==> config.mk <==
export PLATFORM = sky130hd
export DESIGN_NAME = sscr_top
export DESIGN_NICKNAME = d
export VERILOG_FILES = /design/src/inc/sscr_pkg.sv /design/src/design/sscr_top.sv
export VERILOG_INCLUDE_DIRS = /design/src /design/src/inc
export SDC_FILE = /design/constraint.sdc
export NUM_CORES = 1
export LEC_CHECK = 0
export ABC_AREA = 1
export CORE_ASPECT_RATIO = 1.1
export CORE_MARGIN = 5
export CORE_UTILIZATION = 28
export CTS_BUF_LIST = sky130_fd_sc_hd__clkbuf_8
export CTS_CLUSTER_SIZE = 20
export DETAILED_ROUTE_END_ITERATION = 7
export DONT_BUFFER_PORTS = 1
export PLACE_DENSITY = 0.4
export SLEW_MARGIN = 20
export SYNTH_ARGS = -nofsm -noshare
export SYNTH_HDL_FRONTEND = slang
export SYNTH_SLANG_ARGS = --single-unit
export TNS_END_PERCENT = 10
==> constraint.sdc <==
create_clock -name clk_i -period 4.8 [get_ports clk_i]
set_input_delay 0.96 -clock clk_i [delete_from_list [all_inputs] [get_ports clk_i]]
set_output_delay 0.96 -clock clk_i [all_outputs]
set_load 0.02 [all_outputs]
==> src/inc/sscr_consts.svh <==
// register offsets, field positions, reset values and timing counts of the supply/clock bank
`ifndef SSCR_CONSTS_SVH
`define SSCR_CONSTS_SVH
`define SSCR_OFF_SYNC        12'h030
`define SSCR_OFF_SUPMON      12'h034
`define SSCR_OFF_REG         12'h03c
`define SSCR_OFF_REF         12'h040
`define SSCR_OFF_PLLA        12'h044
`define SSCR_OFF_STATUS      12'h048
`define SSCR_B_VALUE_READ_REQUEST       7
`define SSCR_B_LEVEL_HI      21
`define SSCR_B_LEVEL_LO      16
`define SSCR_B_PSEL_HI       15
`define SSCR_B_PSEL_LO       12
`define SSCR_B_CEN           9
`define SSCR_B_MODE          8
`define SSCR_B_RUNSTBY       6
`define SSCR_B_ACT_HI        4
`define SSCR_B_ACT_LO        3
`define SSCR_B_HYSTERESIS_ENABLE          2
`define SSCR_B_EN            1
`define SSCR_B_FORCE         13
`define SSCR_B_CAL_HI        26
`define SSCR_B_CAL_LO        16
`define SSCR_B_BGOUT         2
`define SSCR_B_TEMP_SENSOR_ENABLE          1
`define SSCR_B_ONREQ         7
`define SSCR_ACT_RESET       2'h1
`define SSCR_ACT_IRQ         2'h2
`define SSCR_PLLA_RESET      8'h80
`define SSCR_ULP_HZ          32000
`define SSCR_CLK_HZ          25000000
`define SSCR_ULP_DIV         (`SSCR_CLK_HZ / `SSCR_ULP_HZ)
`define SSCR_TICK_1K         32
`define SSCR_SYNC_CYC        4'h4
`define SSCR_PLL_CYC         4'h8
`define SSCR_CEN_CYC         4'h3
`endif

==> src/inc/sscr_pkg.sv <==
// types of the supply/clock control bank
package sscr_pkg;
   typedef enum logic [1:0] {
      SSCR_VAL_IDLE = 2'b00,
      SSCR_VAL_WAIT = 2'b01,
      SSCR_VAL_DONE = 2'b10
   } sscr_val_state_type;
   typedef struct packed {
      logic [5:0]         level;
      logic [3:0]         psel;
      logic               sampling_clock_enable;
      logic               cen_run;
      logic [3:0]         cen_cnt;
      logic               mode;
      logic               mon_stby;
      logic [1:0]         action;
      logic               hysteresis_enable;
      logic               mon_en;
      logic               force_drv;
      logic               reg_stby;
      logic [10:0]        bandgap_calibration;
      logic               bgout;
      logic               temp_sensor_enable;
      logic               pll_onreq;
      logic               pll_stby;
      logic               pll_en;
      logic               pll_stat;
      logic [3:0]         pll_cnt;
      logic [3:0]         sync_cnt;
      sscr_val_state_type vstate;
      logic [31:0]        val;
      logic               ready;
      logic [9:0]         ulp_cnt;
      logic               ulp_1k;
      logic [4:0]         div1k;
      logic [15:0]        pre_cnt;
      logic               sample;
      logic               bod_reset;
      logic               bod_irq;
      logic               loaded;
      logic               mon_act;
      logic               pll_run;
      logic               busy;
      logic               pready;
      logic [31:0]        prdata;
   } sscr_state_type;
endpackage

==> src/design/sscr_top.sv <==
// supply monitor, regulator, reference and pll control register bank on apb
//
// Implementation choice: register access over APB.
`timescale 1ns/10ps
`default_nettype none
`include "sscr_consts.svh"

// Behaviour
// - refresh value register then raise ready flag
// - monitor fields load from user row
// - prescaler divides by two to field plus one
// - prescaler fed by 1kHz oscillator tick
// - clock enable bit starts or stops sampling
// - clock enable reads back stable run state
// - mode bit selects continuous or sampled
// - monitor standby bit keeps monitor in standby
// - action field selects none, reset, interrupt
// - hysteresis bit drives threshold hysteresis
// - force bit selects high drive in standby
// - regulator standby bit keeps normal configuration
// - calibration loads from row, stays writable
// - bandgap output enable routes to converter
// - sensor enable powers and routes sensor
// - pll control resets 0x80, on-request gating
// - pll standby bit keeps loop in standby
// - pll enabled status follows after delay
module sscr_top
   import sscr_pkg::*;
(
   input  wire logic        clk_i,          // system clock, 25 MHz
   input  wire logic        rst_n_i,        // async reset, active low
   input  wire logic        psel_i,         // apb select
   input  wire logic        penable_i,      // apb access phase
   input  wire logic        pwrite_i,       // apb direction
   input  wire logic [11:0] paddr_i,        // apb byte address
   input  wire logic [31:0] pwdata_i,       // apb write data
   output logic             pready_o,       // apb ready
   output logic [31:0]      prdata_o,       // apb read data
   output logic             pslverr_o,      // apb error, tied low, unmapped offsets not flagged
   input  wire logic        start_load_i,   // one pulse: row data valid
   input  wire logic [10:0] user_row_i,     // level,action,hysteresis_enable,enable
   input  wire logic [10:0] bandgap_calibration_row_i,    // bandgap calibration
   input  wire logic [31:0] loop_live_i,    // live loop value
   input  wire logic        standby_i,      // standby sleep active
   input  wire logic        supply_low_i,   // supply below threshold
   input  wire logic        periph_req_i,   // peripheral wants pll
   output logic             loop_ready_o,   // loop ready flag
   output logic [31:0]      loop_value_o,   // loop value register
   output logic [5:0]       mon_level_o,    // threshold level
   output logic             mon_active_o,   // monitor running now
   output logic             mon_sampled_o,  // sampled mode in use
   output logic             mon_sample_o,   // sampling strobe
   output logic             mon_hysteresis_enable_o,     // threshold hysteresis
   output logic             mon_reset_o,    // reset request
   output logic             mon_irq_o,      // interrupt request
   output logic             reg_high_drv_o, // regulator high drive
   output logic             reg_normal_o,   // regulator normal in standby
   output logic [10:0]      bg_bandgap_calibration_o,     // bandgap trim
   output logic             bg_route_o,     // bandgap to converter
   output logic             ts_enable_o,    // temperature sensor on
   output logic             pll_run_o,      // pll oscillator running
   output logic             mon_sync_busy_o // monitor sync pending
);

   //------------------------------------------------------------
   // state
   //------------------------------------------------------------
   sscr_state_type s_reg;
   sscr_state_type s_next;
   logic           wr;
   logic           rd;
   logic           mapped;
   logic [31:0]    rdv;

   // prescaler terminal count: 2^(psel+1) ticks
   function automatic logic [15:0] pre_top(input logic [3:0] sel);
      pre_top = 16'(17'h00002 << sel) - 16'h0001;
   endfunction

   // decode of mapped offsets
   function automatic logic is_mapped(input logic [11:0] a);
      is_mapped = (a == `SSCR_OFF_SYNC) || (a == `SSCR_OFF_SUPMON) ||
                  (a == `SSCR_OFF_REG)  || (a == `SSCR_OFF_REF)   ||
                  (a == `SSCR_OFF_PLLA) || (a == `SSCR_OFF_STATUS);
   endfunction

   assign wr     = psel_i && penable_i && pwrite_i && !s_reg.pready;
   assign rd     = psel_i && penable_i && !pwrite_i && !s_reg.pready;
   assign mapped = is_mapped(paddr_i);

   //------------------------------------------------------------
   // read mux
   //------------------------------------------------------------
   always_comb begin
      rdv = 32'h00000000;
      unique case (paddr_i)
         `SSCR_OFF_SUPMON: begin
            rdv[`SSCR_B_LEVEL_HI:`SSCR_B_LEVEL_LO] = s_reg.level;
            rdv[`SSCR_B_PSEL_HI:`SSCR_B_PSEL_LO]   = s_reg.psel;
            rdv[`SSCR_B_CEN]                       = s_reg.cen_run;
            rdv[`SSCR_B_MODE]                      = s_reg.mode;
            rdv[`SSCR_B_RUNSTBY]                   = s_reg.mon_stby;
            rdv[`SSCR_B_ACT_HI:`SSCR_B_ACT_LO]     = s_reg.action;
            rdv[`SSCR_B_HYSTERESIS_ENABLE]                      = s_reg.hysteresis_enable;
            rdv[`SSCR_B_EN]                        = s_reg.mon_en;
         end
         `SSCR_OFF_REG: begin
            rdv[`SSCR_B_FORCE]   = s_reg.force_drv;
            rdv[`SSCR_B_RUNSTBY] = s_reg.reg_stby;
         end
         `SSCR_OFF_REF: begin
            rdv[`SSCR_B_CAL_HI:`SSCR_B_CAL_LO] = s_reg.bandgap_calibration;
            rdv[`SSCR_B_BGOUT]                 = s_reg.bgout;
            rdv[`SSCR_B_TEMP_SENSOR_ENABLE]                  = s_reg.temp_sensor_enable;
         end
         `SSCR_OFF_PLLA: begin
            rdv[`SSCR_B_ONREQ]   = s_reg.pll_onreq;
            rdv[`SSCR_B_RUNSTBY] = s_reg.pll_stby;
            rdv[`SSCR_B_EN]      = s_reg.pll_en;
         end
         `SSCR_OFF_STATUS: begin
            // bit0 loop ready, bit1 monitor sync busy, bit2 pll enabled
            rdv[0] = s_reg.ready;
            rdv[1] = (s_reg.sync_cnt != 4'h0);
            rdv[2] = s_reg.pll_stat;
         end
         default: rdv = 32'h00000000;
      endcase
   end

   //------------------------------------------------------------
   // next state
   //------------------------------------------------------------
   always_comb begin
      s_next        = s_reg;
      s_next.pready = psel_i && penable_i && !s_reg.pready;
      if (rd) begin
         s_next.prdata = mapped ? rdv : 32'h00000000; // unmapped reads return zero
      end
      // start-up load from nonvolatile rows
      if (start_load_i && !s_reg.loaded) begin
         s_next.loaded = 1'b1;
         s_next.level  = user_row_i[10:5];
         s_next.action = user_row_i[4:3];
         s_next.hysteresis_enable   = user_row_i[2];
         s_next.mon_en = user_row_i[1];
         s_next.bandgap_calibration  = bandgap_calibration_row_i;
      end
      if (wr) begin
         unique case (paddr_i)
            `SSCR_OFF_SYNC: begin
               if (pwdata_i[`SSCR_B_VALUE_READ_REQUEST]) begin
                  s_next.vstate = SSCR_VAL_WAIT;
                  s_next.ready  = 1'b0;
               end
            end
            `SSCR_OFF_SUPMON: begin
               s_next.level    = pwdata_i[`SSCR_B_LEVEL_HI:`SSCR_B_LEVEL_LO];
               s_next.psel     = pwdata_i[`SSCR_B_PSEL_HI:`SSCR_B_PSEL_LO];
               s_next.sampling_clock_enable      = pwdata_i[`SSCR_B_CEN];
               s_next.mode     = pwdata_i[`SSCR_B_MODE];
               s_next.mon_stby = pwdata_i[`SSCR_B_RUNSTBY];
               s_next.action   = pwdata_i[`SSCR_B_ACT_HI:`SSCR_B_ACT_LO];
               s_next.hysteresis_enable     = pwdata_i[`SSCR_B_HYSTERESIS_ENABLE];
               s_next.mon_en   = pwdata_i[`SSCR_B_EN];
               s_next.sync_cnt = `SSCR_SYNC_CYC;
            end
            `SSCR_OFF_REG: begin
               s_next.force_drv = pwdata_i[`SSCR_B_FORCE];
               s_next.reg_stby  = pwdata_i[`SSCR_B_RUNSTBY];
            end
            `SSCR_OFF_REF: begin
               s_next.bandgap_calibration = pwdata_i[`SSCR_B_CAL_HI:`SSCR_B_CAL_LO];
               s_next.bgout = pwdata_i[`SSCR_B_BGOUT];
               s_next.temp_sensor_enable  = pwdata_i[`SSCR_B_TEMP_SENSOR_ENABLE];
            end
            `SSCR_OFF_PLLA: begin
               s_next.pll_onreq = pwdata_i[`SSCR_B_ONREQ];
               s_next.pll_stby  = pwdata_i[`SSCR_B_RUNSTBY];
               s_next.pll_en    = pwdata_i[`SSCR_B_EN];
               if (pwdata_i[`SSCR_B_EN] != s_reg.pll_stat) begin
                  s_next.pll_cnt = `SSCR_PLL_CYC;
               end
            end
            default: s_next.pready = s_reg.pready | s_next.pready;
         endcase
      end
      // monitor write synchronisation countdown
      if (s_reg.sync_cnt != 4'h0 && !(wr && paddr_i == `SSCR_OFF_SUPMON)) begin
         s_next.sync_cnt = s_reg.sync_cnt - 4'h1;
      end
      // loop value refresh handshake
      unique case (s_reg.vstate)
         SSCR_VAL_IDLE: ;
         SSCR_VAL_WAIT: begin
            s_next.val    = loop_live_i;
            s_next.vstate = SSCR_VAL_DONE;
         end
         SSCR_VAL_DONE: begin
            s_next.ready  = 1'b1;
            s_next.vstate = SSCR_VAL_IDLE;
         end
         default: s_next.vstate = SSCR_VAL_IDLE;
      endcase
      // 1kHz tick from the low power oscillator model
      s_next.ulp_1k = 1'b0;
      if (s_reg.ulp_cnt == 10'(`SSCR_ULP_DIV - 1)) begin
         s_next.ulp_cnt = 10'h000;
         s_next.div1k   = s_reg.div1k + 5'h01;
         s_next.ulp_1k  = (s_reg.div1k == 5'(`SSCR_TICK_1K - 1));
      end else begin
         s_next.ulp_cnt = s_reg.ulp_cnt + 10'h001;
      end
      // sampling clock enable status with start/stop latency
      if (s_reg.sampling_clock_enable != s_reg.cen_run) begin
         if (s_reg.cen_cnt == `SSCR_CEN_CYC) begin
            s_next.cen_run = s_reg.sampling_clock_enable;
            s_next.cen_cnt = 4'h0;
         end else begin
            s_next.cen_cnt = s_reg.cen_cnt + 4'h1;
         end
      end else begin
         s_next.cen_cnt = 4'h0;
      end
      // prescaler for sampled mode
      s_next.sample = 1'b0;
      if (s_reg.cen_run && s_reg.ulp_1k) begin
         if (s_reg.pre_cnt >= pre_top(s_reg.psel)) begin
            s_next.pre_cnt = 16'h0000;
            s_next.sample  = 1'b1;
         end else begin
            s_next.pre_cnt = s_reg.pre_cnt + 16'h0001;
         end
      end
      // brown-out action
      s_next.bod_reset = mon_active_o && supply_low_i &&
                         (s_reg.action == `SSCR_ACT_RESET);
      s_next.bod_irq   = mon_active_o && supply_low_i &&
                         (s_reg.action == `SSCR_ACT_IRQ);
      // pll enable status follows control after a delay
      if (s_reg.pll_cnt != 4'h0) begin
         s_next.pll_cnt = s_reg.pll_cnt - 4'h1;
         if (s_reg.pll_cnt == 4'h1) begin
            s_next.pll_stat = s_reg.pll_en;
         end
      end
      // gated enables kept in state so that the outputs leave flip-flops
      s_next.mon_act = s_next.mon_en && (!standby_i || s_next.mon_stby);
      s_next.pll_run = s_next.pll_stat && (!standby_i || s_next.pll_stby) &&
                       (!s_next.pll_onreq || periph_req_i);
      s_next.busy    = (s_next.sync_cnt != 4'h0);
   end

   //------------------------------------------------------------
   // registers
   //------------------------------------------------------------
   always_ff @(posedge clk_i or negedge rst_n_i) begin
      if (!rst_n_i) begin
         s_reg           <= '0;
         s_reg.pll_onreq <= 1'(`SSCR_PLLA_RESET >> `SSCR_B_ONREQ);
      end else begin
         s_reg <= s_next;
      end
   end

   //------------------------------------------------------------
   // outputs, all registered except pslverr_o, tied low
   //------------------------------------------------------------

   assign pready_o        = s_reg.pready;
   assign prdata_o        = s_reg.prdata;
   assign pslverr_o       = 1'b0;
   assign loop_ready_o    = s_reg.ready;
   assign loop_value_o    = s_reg.val;
   assign mon_level_o     = s_reg.level;
   assign mon_active_o    = s_reg.mon_act;
   assign mon_sampled_o   = s_reg.mode;
   assign mon_sample_o    = s_reg.sample;
   assign mon_hysteresis_enable_o      = s_reg.hysteresis_enable;
   assign mon_reset_o     = s_reg.bod_reset;
   assign mon_irq_o       = s_reg.bod_irq;
   assign reg_high_drv_o  = s_reg.force_drv;
   assign reg_normal_o    = s_reg.reg_stby;
   assign bg_bandgap_calibration_o      = s_reg.bandgap_calibration;
   assign bg_route_o      = s_reg.bgout;
   assign ts_enable_o     = s_reg.temp_sensor_enable;
   assign pll_run_o       = s_reg.pll_run;
   assign mon_sync_busy_o = s_reg.busy;

   //------------------------------------------------------------
   // checks
   //------------------------------------------------------------
   chk_ready_after_req: assert property (@(posedge clk_i) disable iff (!rst_n_i)
      (wr && paddr_i == `SSCR_OFF_SYNC && pwdata_i[`SSCR_B_VALUE_READ_REQUEST]) |=>
         !loop_ready_o ##1 !loop_ready_o ##1 loop_ready_o)
      else $error("loop ready not raised on time after request");
   chk_value_taken: assert property (@(posedge clk_i) disable iff (!rst_n_i)
      $rose(loop_ready_o) |-> loop_value_o == $past(loop_live_i, 2))
      else $error("loop value not refreshed");
   chk_sync_busy: assert property (@(posedge clk_i) disable iff (!rst_n_i)
      (wr && paddr_i == `SSCR_OFF_SUPMON) |=> mon_sync_busy_o [*4] ##1 !mon_sync_busy_o)
      else $error("monitor sync flag wrong length");
   chk_pll_status: assert property (@(posedge clk_i) disable iff (!rst_n_i)
      $changed(s_reg.pll_stat) |-> $past(s_reg.pll_cnt) == 4'h1)
      else $error("pll status changed without delay");
   chk_pll_on_request_activation: assert property (@(posedge clk_i) disable iff (!rst_n_i)
      pll_run_o |-> $past(s_next.pll_onreq == 1'b0 || periph_req_i))
      else $error("pll runs without request");
   chk_bod_action: assert property (@(posedge clk_i) disable iff (!rst_n_i)
      (mon_reset_o || mon_irq_o) |-> $past(supply_low_i) && $past(s_reg.action) != 2'h0)
      else $error("brown-out action without cause");
   chk_cen_latency: assert property (@(posedge clk_i) disable iff (!rst_n_i)
      $changed(s_reg.cen_run) |-> $past(s_reg.cen_cnt) == `SSCR_CEN_CYC)
      else $error("clock enable status changed early");
   chk_sample_gated: assert property (@(posedge clk_i) disable iff (!rst_n_i)
      mon_sample_o |-> $past(s_reg.cen_run) && $past(s_reg.ulp_1k))
      else $error("sample strobe without enabled clock tick");

   // gating of the running outputs and start-up loading
   chk_mon_standby: assert property (@(posedge clk_i) disable iff (!rst_n_i)
      ($past(standby_i) && !s_reg.mon_stby) |-> !mon_active_o)
      else $error("monitor active in standby without standby bit");
   chk_pll_standby: assert property (@(posedge clk_i) disable iff (!rst_n_i)
      ($past(standby_i) && !s_reg.pll_stby) |-> !pll_run_o)
      else $error("pll runs in standby without standby bit");
   chk_pll_off: assert property (@(posedge clk_i) disable iff (!rst_n_i)
      !s_reg.pll_stat |-> !pll_run_o)
      else $error("pll runs before enabled status");
   chk_cen_follow: assert property (@(posedge clk_i) disable iff (!rst_n_i)
      $changed(s_reg.cen_run) |-> s_reg.cen_run == $past(s_reg.sampling_clock_enable))
      else $error("clock enable status moved away from written value");
   chk_bod_quiet: assert property (@(posedge clk_i) disable iff (!rst_n_i)
      !mon_active_o |=> !mon_reset_o && !mon_irq_o)
      else $error("brown-out action while monitor inactive");
   chk_row_level: assert property (@(posedge clk_i) disable iff (!rst_n_i)
      $past(start_load_i && !s_reg.loaded && !wr) |-> mon_level_o == $past(user_row_i[10:5]))
      else $error("threshold level not loaded from user row");
   chk_row_bandgap_calibration: assert property (@(posedge clk_i) disable iff (!rst_n_i)
      $past(start_load_i && !s_reg.loaded && !wr) |-> bg_bandgap_calibration_o == $past(bandgap_calibration_row_i))
      else $error("bandgap trim not loaded from calibration row");

endmodule
`default_nettype wire

==> metrics.md, run 1 <==
| Metric | Value |
|---|---|
| Vias in the first global route | `5714` |
| Most frequent cell after synthesis | `nand2_1` |
| Final-report hold violation count | `0` |
| # setup viols final | `0` |
| Fin area | `0.00822 mm2` |
| Mean area per synthesized cell | `8.31 um2` |
| Worst Clk Skew | `0.0140 ns` |
| CTS Root Cell | `clkbuf_8` |
| Setup crit start | `s_reg[149]` |
| Final wirelength | `20.6 mm` |
| Initial antenna violation count | `2` |
| Die area | `0.0322 mm2` |
| Antenna Nets Post-Route | `0` |
| Total gr overflow | `0` |
| H-tree depth | `4` |
| Worst Path Required | `5.17 ns` |
| PwrDens | `302 mW/mm2` |
| Most frequent cells after synthesis | `279 x nand2_1, 147 x dfrtp_1, 92 x inv_1` |
| Worst-Margin Slew | `1.02 ns` |
| Switching Share | `26.1%` |
| Int Pwr | `1.83 mW` |
| Cell variety after synth | `37` |
| Comb power frac | `6.0%` |
| Largest cells by area after synthesis | `dfrtp_1 46%, nand2_1 13%, buf_4 8.0%` |
| Max IR drop VDD | `136 uV` |
| Mapped cell area | `0.00803 mm2` |
| Synth area leader | `dfrtp_1` |
| Most used DFF post-synth | `dfrtp_1` |
| Setup Total Neg Slack | `0 ns` |
| Core area | `0.0285 mm2` |
| DP Wirelength | `14.5 mm` |
| Max Root-Sink Buffers | `2` |
| Unrepaired setup endpoints after global routing | `false` |
| Residual DRC | `0` |
| Ports | `203` |
| Total power | `2.48 mW` |
| Flop pwr share | `52.2%` |
| Yosys warning count | `0` |
| Post-synthesis async set-or-reset flop share | `100%` |
| Final #Nets | `1020` |
| Reg clk slew, reported paths | `0.10 ns` |
| CTS buffer count | `17` |
| Share of layout cells above drive strength 1 | `11.1%` |
| Sequential share of the synthesized area | `46.2%` |
| Critical Path Fanout Max | `16` |
| # resized after CTS | `0` |
| Setup CP Type | `flip-flop to flip-flop` |
| Pins over their slew limit | `0` |
| Port Buffer Count | `0` |
| Initial core utilization | `28.2%` |
| Drt pass-1 iters | `4` |
| First-pass GRT wire length | `32.6 mm` |
| Routability cong. | `0.768` |
| Crit end category | `flip-flop` |
| DIE WIDTH | `171 um` |
| Outcome | `completed` |
| #FFs+latches synth | `148` |
| WP data arrival | `3.64 ns` |
| Worst relative slew slack | `32.2%` |
| Share of the synthesized area in the top cell type | `45.8%` |
| Die Y | `188 um` |
| Fin crit period | `3.28 ns` |
| Tcrit/Tclk final | `68.3%` |
| GRT Overall Usage | `13.1%` |
| Worst R2R Start | `s_reg[149]` |
| Setup Buffers After CTS | `0` |
| Core Rows | `65` |
| Max FFs per register | `61` |
| TritonCTS Sinks | `148` |
| Hold WS | `0.192 ns` |
| Worst skew pair latency | `0.46 ns` |
| Hold-fix buffers, CTS | `0` |
| CP Launch Type | `flip-flop` |
| Place WS | `1.55 ns` |
| Placed cell areas | `0.00779 mm2` |
| Max Cap Viol | `0` |
| Worst setup margin | `1.52 ns` |
| Largest net degree at the start of global routing | `149` |
| FMAX | `0.305 GHz` |
| Worst Hold Class | `input pin to async pin` |
| CTS tree | `done` |
| Vias/cell | `4.40` |
| Layout area overhead | `2.39%` |
| Clock share of power | `41.8%` |
| Leakage power | `3.98 nW` |
| Switch Pwr | `646 uW` |
| Gate Count Post-Synth | `966` |
| EDFF count, synth | `0` |
| DRT iter0 DRCs | `277` |
| Routed len/inst | `16.2 um` |
| Routed vias | `5599` |
[layout make-up]
class,count,area [um2]
Inverter,96,360
Antenna cell,1,2.50
Tap cell,368,460
Multi-Input combinational cell,625,3250
Timing Repair Buffer,2,15.0
Clock inverter,12,144
Fill cell,3052,20200
Sequential cell,148,3700
Clock buffer,20,275
[worst max-delay path, stage by stage (launching register included)]
cell and delay (ns):
dfrtp_1 0.53, inv_1 0.22, nand4_1 0.14, ha_1 0.23
inv_1 0.07, nor2_2 0.21, inv_1 0.10, o31ai_1 0.30
ha_1 0.31, a21o_1 0.19, nor2_1 0.09, nand2_1 0.06
nand2_1 0.07, nand2_1 0.36, o21ai_0 0.29
[worst paths after layout]
check	to	depth (start not counted)	slack (ns)
worst max-delay path	s_reg[40]	14	1.52
worst min register to register	s_reg[105]	1	0.44
worst min-delay path	mon_reset_o	0	0.19
worst max register to register	s_reg[40]	14	1.52
min in group clk_i	s_reg[105]	1	0.44
max in group asynchronous	s_reg[118]	0	4.24
[power groups by stage]
stage | Combinational [mW] | Clock, mW | Sequential, mW
finish | 0.148 | 1.04 | 1.29
global route | 0.182 | 1.15 | 1.30
CTS | 0.151 | 1.10 | 1.30
detailed placement | 0.149 | 0 | 1.32
global placement | 0.149 | 0 | 1.32
floorplan | 0.131 | 0 | 1.32
[stage by stage]
| step | util (%) | instances |
|---|---|---|
| floorplan | - | 974 |
| detailed placement | 27.4 | 1239 |
| global route | 28.9 | 1272 |
| finish | 28.9 | 1272 |
| global placement | 27.4 | 1239 |
| CTS | 28.9 | 1271 |
[routing by layer]
metal,vias up,track usage (%),part of all wire [%]
li1,2832,-,-
met1,2593,16.5,43
met2,152,21.3,48
met3,20,4.49,8.0
met4,2,3.72,1.6
met5,-,0,0.088
[cells by family (layout without fill, tap and decap cells)]
family | Yosys count | count (layout) | share of synthesized area (%)
adder cells (fa/ha/maj) | 23 | 23 | 3.59
flip-flops | 148 | 148 | 46.2
buffers and inverters | 201 | 130 | 13.7
XOR/XNOR | 21 | 21 | 2.29
AND/OR/NAND/NOR | 456 | 456 | 24.6
other | 1 | 10 | 0.0467
multiplexers | 20 | 20 | 2.81
AO/OA/AOI/OAI | 96 | 96 | 6.77
[cells in the final DEF (no fill, tap or decap), types with 8 or more instances in the layout]
master and instances:
nand2_1 279, dfrtp_1 147, inv_1 92, nand3_1 66, nor2_1 61, a21oi_1 38
o21ai_0 34, ha_1 23, mux2_2 20, clkbuf_8 20, o21ai_2 13, nand4_1 12
xor2_1 12, xnor2_1 9, conb_1 9, nor3_1 8, nor2_2 8
Note: power is estimated with default switching activity, not from simulation.
==> run 2, diff against run 1 <==
--- a/config.mk
+++ b/config.mk
@@ -6,7 +6,7 @@
 export SDC_FILE = /design/constraint.sdc
 export NUM_CORES = 1
 export LEC_CHECK = 0
-export ABC_AREA = 1
+export ABC_AREA = 0
 export CORE_ASPECT_RATIO = 1.1
 export CORE_MARGIN = 5
 export CORE_UTILIZATION = 28
==> constraint.sdc (replaced) <==
create_clock -name clk_i -period 3.1 [get_ports clk_i]
set_input_delay 0.62 -clock clk_i [delete_from_list [all_inputs] [get_ports clk_i]]
set_output_delay 0.62 -clock clk_i [all_outputs]
set_load 0.02 [all_outputs]
==> metrics.md, run 2 <==
| Metric | Value |
|---|---|
| Largest net degree at the start of global routing | `149` |
| Share of the synthesized area in the top cell type | `48.8%` |
| Hold WS | `-0.135 ns` |
| Tcrit/Tclk final | `101%` |
| Routed vias | `4925` |
| CP most frequent cell | `buf_4` |
| First-pass GRT wire length | `29.3 mm` |
| Die area | `0.0303 mm2` |
| Routability cong. | `0.761` |
| Failing checks | `hold timing, setup timing` |
| Most frequent cell after synthesis | `dfrtp_1` |
| Worst setup margin | `-0.0164 ns` |
| Setup Total Neg Slack | `-0.0210 ns` |
| Sequential share of the synthesized area | `49.2%` |
| Worst skew pair latency | `0.45 ns` |
| Max Root-Sink Buffers | `2` |
| Setup CP Type | `flip-flop to flip-flop` |
| Int Pwr | `2.92 mW` |
| Worst Path Required | `3.45 ns` |
| Worst-Margin Slew | `0.619 ns` |
| Mapped cell area | `0.00753 mm2` |
| Residual DRC | `0` |
| Outcome | `finished with violations` |
| Core area | `0.0267 mm2` |
| Post-synthesis async set-or-reset flop share | `100%` |
| CTS Root Cell | `clkbuf_8` |
| Core Rows | `63` |
| Initial core utilization | `28.2%` |
| FMAX | `0.321 GHz` |
| DP Wirelength | `13.2 mm` |
| Crit end category | `flip-flop` |
| Total power | `3.93 mW` |
| Vias/cell | `4.72` |
| Reg clk slew, reported paths | `0.09 ns` |
| Comb power frac | `5.4%` |
| Routed len/inst | `17.6 um` |
| Vias in the first global route | `5168` |
| Slowest CP cell | `dfrtp_1` |
| CTS buffer count | `17` |
| Most frequent cells after synthesis | `147 x dfrtp_1, 82 x buf_4, 75 x nand2_1` |
| Clock share of power | `41.3%` |
| Ports | `203` |
| Max IR drop VDD | `235 uV` |
| Mean area per synthesized cell | `10.3 um2` |
| Finished Core Util | `30.2%` |
| Total gr overflow | `0` |
| Port Buffer Count | `0` |
| Die Y | `182 um` |
| Final wirelength | `18.3 mm` |
| DIE WIDTH | `166 um` |
| DRT iter0 DRCs | `312` |
| Leakage power | `3.72 nW` |
| Fin crit period | `3.12 ns` |
| Critical Path Max Stage Delay | `0.39 ns` |
| GRT Overall Usage | `12.1%` |
| Max FFs per register | `61` |
| Most used DFF post-synth | `dfrtp_1` |
| EDFF count, synth | `0` |
| Critical Path Fanout Max | `7` |
| Worst r2r path cells | `16` |
| Most common cell after layout, fill and taps aside | `dfrtp_1` |
| Layout area overhead | `7.16%` |
| Worst Clk Skew | `0.0148 ns` |
| PwrDens | `487 mW/mm2` |
| Share of layout cells above drive strength 1 | `19.1%` |
| Worst R2R Start | `s_reg[147]` |
| Switch Pwr | `1.02 mW` |
| Final #Nets | `804` |
| Reg2reg end | `s_reg[42]` |
| Pins over their slew limit | `0` |
| Max Cap Viol | `0` |
| FILL cells | `2713` |
| # setup viols final | `2` |
| Most frequent cells in the layout | `147 x dfrtp_1, 75 x nand2_1, 57 x nor2_1, 43 x mux2_2, 33 x a21oi_1` |
| CTS tree | `done` |
| Antenna Nets Post-Route | `0` |
| Gate Count Post-Synth | `730` |
| H-tree depth | `4` |
| Unrepaired setup endpoints after global routing | `true` |
| #FFs+latches synth | `148` |
| Switching Share | `25.9%` |
| Largest cells by area after synthesis | `dfrtp_1 49%, buf_4 8.2%, mux2_2 6.4%` |
| N_diodes | `0` |
| Final-report hold violation count | `147` |
| Worst relative slew slack | `58.4%` |
| Cell variety after synth | `57` |
| Worst setup path endpoint | `s_reg[42]` |
| Flop pwr share | `53.3%` |
| Setup crit start | `s_reg[147]` |
| CP Launch Type | `flip-flop` |
| Worst Hold Class | `input pin to async pin` |
| TritonCTS Sinks | `148` |
| Synth area leader | `dfrtp_1` |
| Yosys warning count | `0` |
| WP data arrival | `3.47 ns` |
| Flop-to-flop setup slack | `-0.02 ns` |
| Crit-path cells | `or2_4 > or3_4 > ha_4 > nor3b_4 > a22oi_2 > nor2_2 > a41oi_2 > ha_1 > buf_4 > a21oi_1 > nor2_1 > a221oi_4 > buf_12 > buf_4 > a31oi_2 > o22ai_1` |
| Initial antenna violation count | `0` |
| Drt pass-1 iters | `4` |
## run 2: cell types whose count changed after synthesis, sizes merged, moves of 7 or more
cell / previous run / this run
xnor2: 9 / 17
mux2: 20 / 44
inv: 95 / 21
nor2: 76 / 59
o21ai: 52 / 18
mux2i: 0 / 25
clkbuf: 10 / 29
buf: 95 / 84
nor4: 1 / 8
nand2: 286 / 76
a32oi: 0 / 8
nand3: 71 / 26
## run 2: critical path: cells and delay by family, from the launching register on
kind            cells  cell delay [ns]
compound gates      6             0.71
fa+ha+maj           2             0.51
buf+inv             3             0.41
simple gates        5             1.02
flops               1             0.39
## run 2: worst min-delay path by stage
| stage | start | to | slack [ns] | cells past startpoint |
|---|---|---|---|---|
| after floorplan | rst_n_i | bg_bandgap_calibration_o[0] | 0.32 | 0 |
| after global placement | rst_n_i | s_reg[51] | 0.33 | 0 |
| after detailed placement | rst_n_i | s_reg[51] | 0.34 | 0 |
| after CTS | rst_n_i | s_reg[51] | -0.18 | 0 |
| after global routing | rst_n_i | s_reg[50] | -0.19 | 0 |
| final | rst_n_i | s_reg[49] | -0.13 | 0 |
## run 2: power by group through the flow
| stage | sequential (mW) | combinational [mW] | clock (mW) |
|---|---|---|---|
| after global routing | 2.11 | 0.250 | 1.78 |
| after detailed placement | 2.14 | 0.215 | 0 |
| after CTS | 2.10 | 0.216 | 1.70 |
| after floorplan | 2.08 | 0.259 | 0 |
| after global placement | 2.14 | 0.208 | 0 |
| final | 2.10 | 0.214 | 1.62 |
## run 2: cell families after synthesis
group                      after synthesis  share of synthesized area, %
DFF                                    148                          49.2
adders and majority gates               23                          3.82
buffers and inverters                  134                          10.8
and+or+nand+nor                        235                          15.2
other                                    1                        0.0498
xor gates and xnor gates                27                          3.14
muxes                                   69                          9.95
AOI/OAI and AO/OA                       93                          7.87
## run 2: what timing repair did
action | in CTS | in global routing
hold endpoints to repair | 147 | 147
buffers inserted | 5 | 1
pin swaps | 12 | 7
endpoints found under the setup margin | 17 | 17
gates resized for setup | 4 | 7
## run 2: stage by stage
step / instances / area [um2] / worst slack (ns) / hold WS, ns
6_report: 1044 / 8070 / -0.0164 / -0.135
5_1_grt: 1044 / 8070 / -0.195 / -0.190
4_1_cts: 1043 / 8040 / -0.0491 / -0.178
3_5_place_dp: 1006 / 7540 / -0.304 / 0.336
3_3_place_gp: 1006 / 7540 / -0.192 / 0.335
2_1_floorplan: 738 / 7660 / -0.0272 / 0.324
## run 2: routing by layer
metal  track usage [%]  part of all wire (%)
met1              15.4                    43
met2              19.1                    47
met3              4.81                   8.5
met4              3.54                   1.3
met5                 0                     0
## run 2: final cells by class
class                   instances  area (um2)  area share [%]
clock buffers                  18         248            3.07
repair buffers                 30         254            3.15
clock inverters                14         175            2.17
inverters                      21        78.8           0.976
multi-input cells             456        3170            39.2
flip-flops and latches        148        3700            45.9
well taps                     357         447            5.53
==> run 3, diff against run 2 <==
--- a/config.mk
+++ b/config.mk
@@ -9,12 +9,12 @@
 export ABC_AREA = 0
 export CORE_ASPECT_RATIO = 1.1
 export CORE_MARGIN = 5
-export CORE_UTILIZATION = 28
+export CORE_UTILIZATION = 50
 export CTS_BUF_LIST = sky130_fd_sc_hd__clkbuf_8
 export CTS_CLUSTER_SIZE = 20
 export DETAILED_ROUTE_END_ITERATION = 7
 export DONT_BUFFER_PORTS = 1
-export PLACE_DENSITY = 0.4
+export PLACE_DENSITY = 0.64
 export SLEW_MARGIN = 20
 export SYNTH_ARGS = -nofsm -noshare
 export SYNTH_HDL_FRONTEND = slang
==> metrics.md, run 3 (synthesis gave the netlist of run 2 again) <==
| Metric | Value |
|---|---|
| Max Root-Sink Buffers | `2` |
| GRT Overall Usage | `19.0%` |
| H-tree depth | `4` |
| Critical Path Fanout Max | `7` |
| FILL cells | `1314` |
| Core Rows | `47` |
| CTS buffer count | `17` |
| DRT iter0 DRCs | `319` |
| FMAX | `0.311 GHz` |
| Most frequent cells in the layout | `147 x dfrtp_1, 75 x nand2_1, 50 x nor2_1, 43 x mux2_2, 33 x a21oi_1` |
| TritonCTS Sinks | `148` |
| Unrepaired setup endpoints after global routing | `true` |
| Final-report hold violation count | `147` |
| Placed cell areas | `0.00732 mm2` |
| Place WS | `-0.287 ns` |
| Setup CP Type | `flip-flop to flip-flop` |
| Worst skew pair latency | `0.45 ns` |
| Crit-path leading delay family | `simple AND/OR/NAND/NOR gates` |
| Initial core utilization | `50.4%` |
| Worst Clk Skew | `0.0122 ns` |
| Routability cong. | `0.877` |
| Finished Core Util | `52.8%` |
| Total gr overflow | `0` |
| Worst relative slew slack | `57.2%` |
| Total power | `3.84 mW` |
| Fin area | `0.00788 mm2` |
| Layout area overhead | `4.60%` |
| Worst setup margin | `-0.121 ns` |
| CP Launch Type | `flip-flop` |
| Final wirelength | `16.4 mm` |
| Leakage power | `3.69 nW` |
| Switch Pwr | `1.02 mW` |
| Hold WS | `-0.143 ns` |
| Reg clk slew, reported paths | `0.09 ns` |
| Critical Path Max Stage Delay | `0.38 ns` |
| Largest net degree at the start of global routing | `149` |
| Flop pwr share | `54.6%` |
| Vias/cell | `5.53` |
| Drt pass-1 iters | `4` |
| N_diodes | `0` |
| Max IR drop VDD | `494 uV` |
| Residual DRC | `0` |
| Pins over their slew limit | `0` |
| CTS tree | `done` |
| Crit end category | `flip-flop` |
| Slowest CP cell | `dfrtp_1` |
| Core area | `0.0149 mm2` |
| Routed vias | `4865` |
| Share of layout cells above drive strength 1 | `20.3%` |
| Worst Hold Class | `input pin to async pin` |
| Initial antenna violation count | `0` |
| Most common cell after layout, fill and taps aside | `dfrtp_1` |
| Fin crit period | `3.22 ns` |
| Worst-Margin Slew | `0.641 ns` |
| Area of the multi-input gates | `0.00322 mm2` |
| # setup viols final | `17` |
| Max FFs per register | `61` |
| Routed len/inst | `18.7 um` |
| Outcome | `finished with violations` |
| Worst Path Required | `3.47 ns` |
| Clock share of power | `39.8%` |
| Final #Nets | `801` |
| Switching Share | `26.5%` |
| Die area | `0.0176 mm2` |
| Ports | `203` |
| DP Wirelength | `11.9 mm` |
| Sum of buffers and inverters on the critical path | `0` |
| Crit-path cells | `or2_4 > or3_4 > ha_4 > nor3b_4 > a22oi_2 > nor2_2 > a41oi_2 > ha_1 > nand4_1 > o21bai_2 > a221oi_4 > nand4_1 > o22ai_1` |
| PwrDens | `488 mW/mm2` |
| Max Cap Viol | `0` |
| Port Buffer Count | `0` |
| CTS Root Cell | `clkbuf_8` |
| DIE WIDTH | `127 um` |
| Die Y | `139 um` |
| Setup Total Neg Slack | `-1.10 ns` |
| Antenna Nets Post-Route | `0` |
| Comb power frac | `5.6%` |
| Register area | `0.00370 mm2` |
| WP data arrival | `3.59 ns` |
| First-pass GRT wire length | `26.5 mm` |
| Tcrit/Tclk final | `104%` |
| Vias in the first global route | `5104` |
| CP most frequent cell | `nand4_1` |
| Int Pwr | `2.82 mW` |
| Failing checks | `hold timing, setup timing` |
[run 3: cell count changes in the layout (fill, tap and decap cells not counted), sizes merged]
cell / before / now
buf: 30 / 27
clkinv: 4 / 5
clkinvlp: 2 / 3
clkbuf: 18 / 17
bufinv: 3 / 2
[run 3: repair_timing]
action                     CTS  global route
resized for setup            8            18
pin swaps                   11            15
gates cloned                 0             0
buffers inserted             2             3
setup endpoints to repair   17            17
hold endpoints to repair   148           147
[run 3: metal layers]
metal,track usage [%],vias up,routed length [um]
li1,-,2306,-
met1,22.6,2364,6660
met2,29.7,179,7830
met3,9.55,16,1660
met4,6.49,0,269
met5,0,-,0
[run 3: final timing paths]
| path | from | to | slack (ns) | depth (start not counted) |
|---|---|---|---|---|
| worst min register to register | s_reg[105] | s_reg[105] | 0.44 | 1 |
| max in group asynchronous | rst_n_i | s_reg[118] | 2.91 | 0 |
| worst max-delay path | s_reg[147] | s_reg[42] | -0.12 | 13 |
| min in group clk_i | pwdata_i[8] | mon_sampled_o | 0.28 | 2 |
| worst min-delay path | rst_n_i | s_reg[51] | -0.14 | 0 |
| worst max register to register | s_reg[147] | s_reg[42] | -0.12 | 13 |
[run 3: layout make-up]
cell class / count / share of cell area (%)
tap: 196 / 3.11
timing repair buffer: 27 / 2.78
clock inverter: 15 / 2.22
clock buffer: 17 / 2.97
multi-input combinational: 456 / 40.9
sequential: 148 / 47.0
inverter: 21 / 1.00
[run 3: power by group through the flow]
stage | logic, mW | registers (mW) | clock network, mW
2_1_floorplan | 0.259 | 2.08 | 0
3_3_place_gp | 0.200 | 2.13 | 0
3_5_place_dp | 0.213 | 2.14 | 0
4_1_cts | 0.215 | 2.10 | 1.58
5_1_grt | 0.244 | 2.11 | 1.67
6_report | 0.215 | 2.10 | 1.53
[run 3: metrics by stage]
step	hold WS (ns)	std cells
floorplan	0.324	738
global placement	0.331	843
detailed placement	0.331	843
CTS	-0.185	877
global route	-0.198	880
finish	-0.143	880
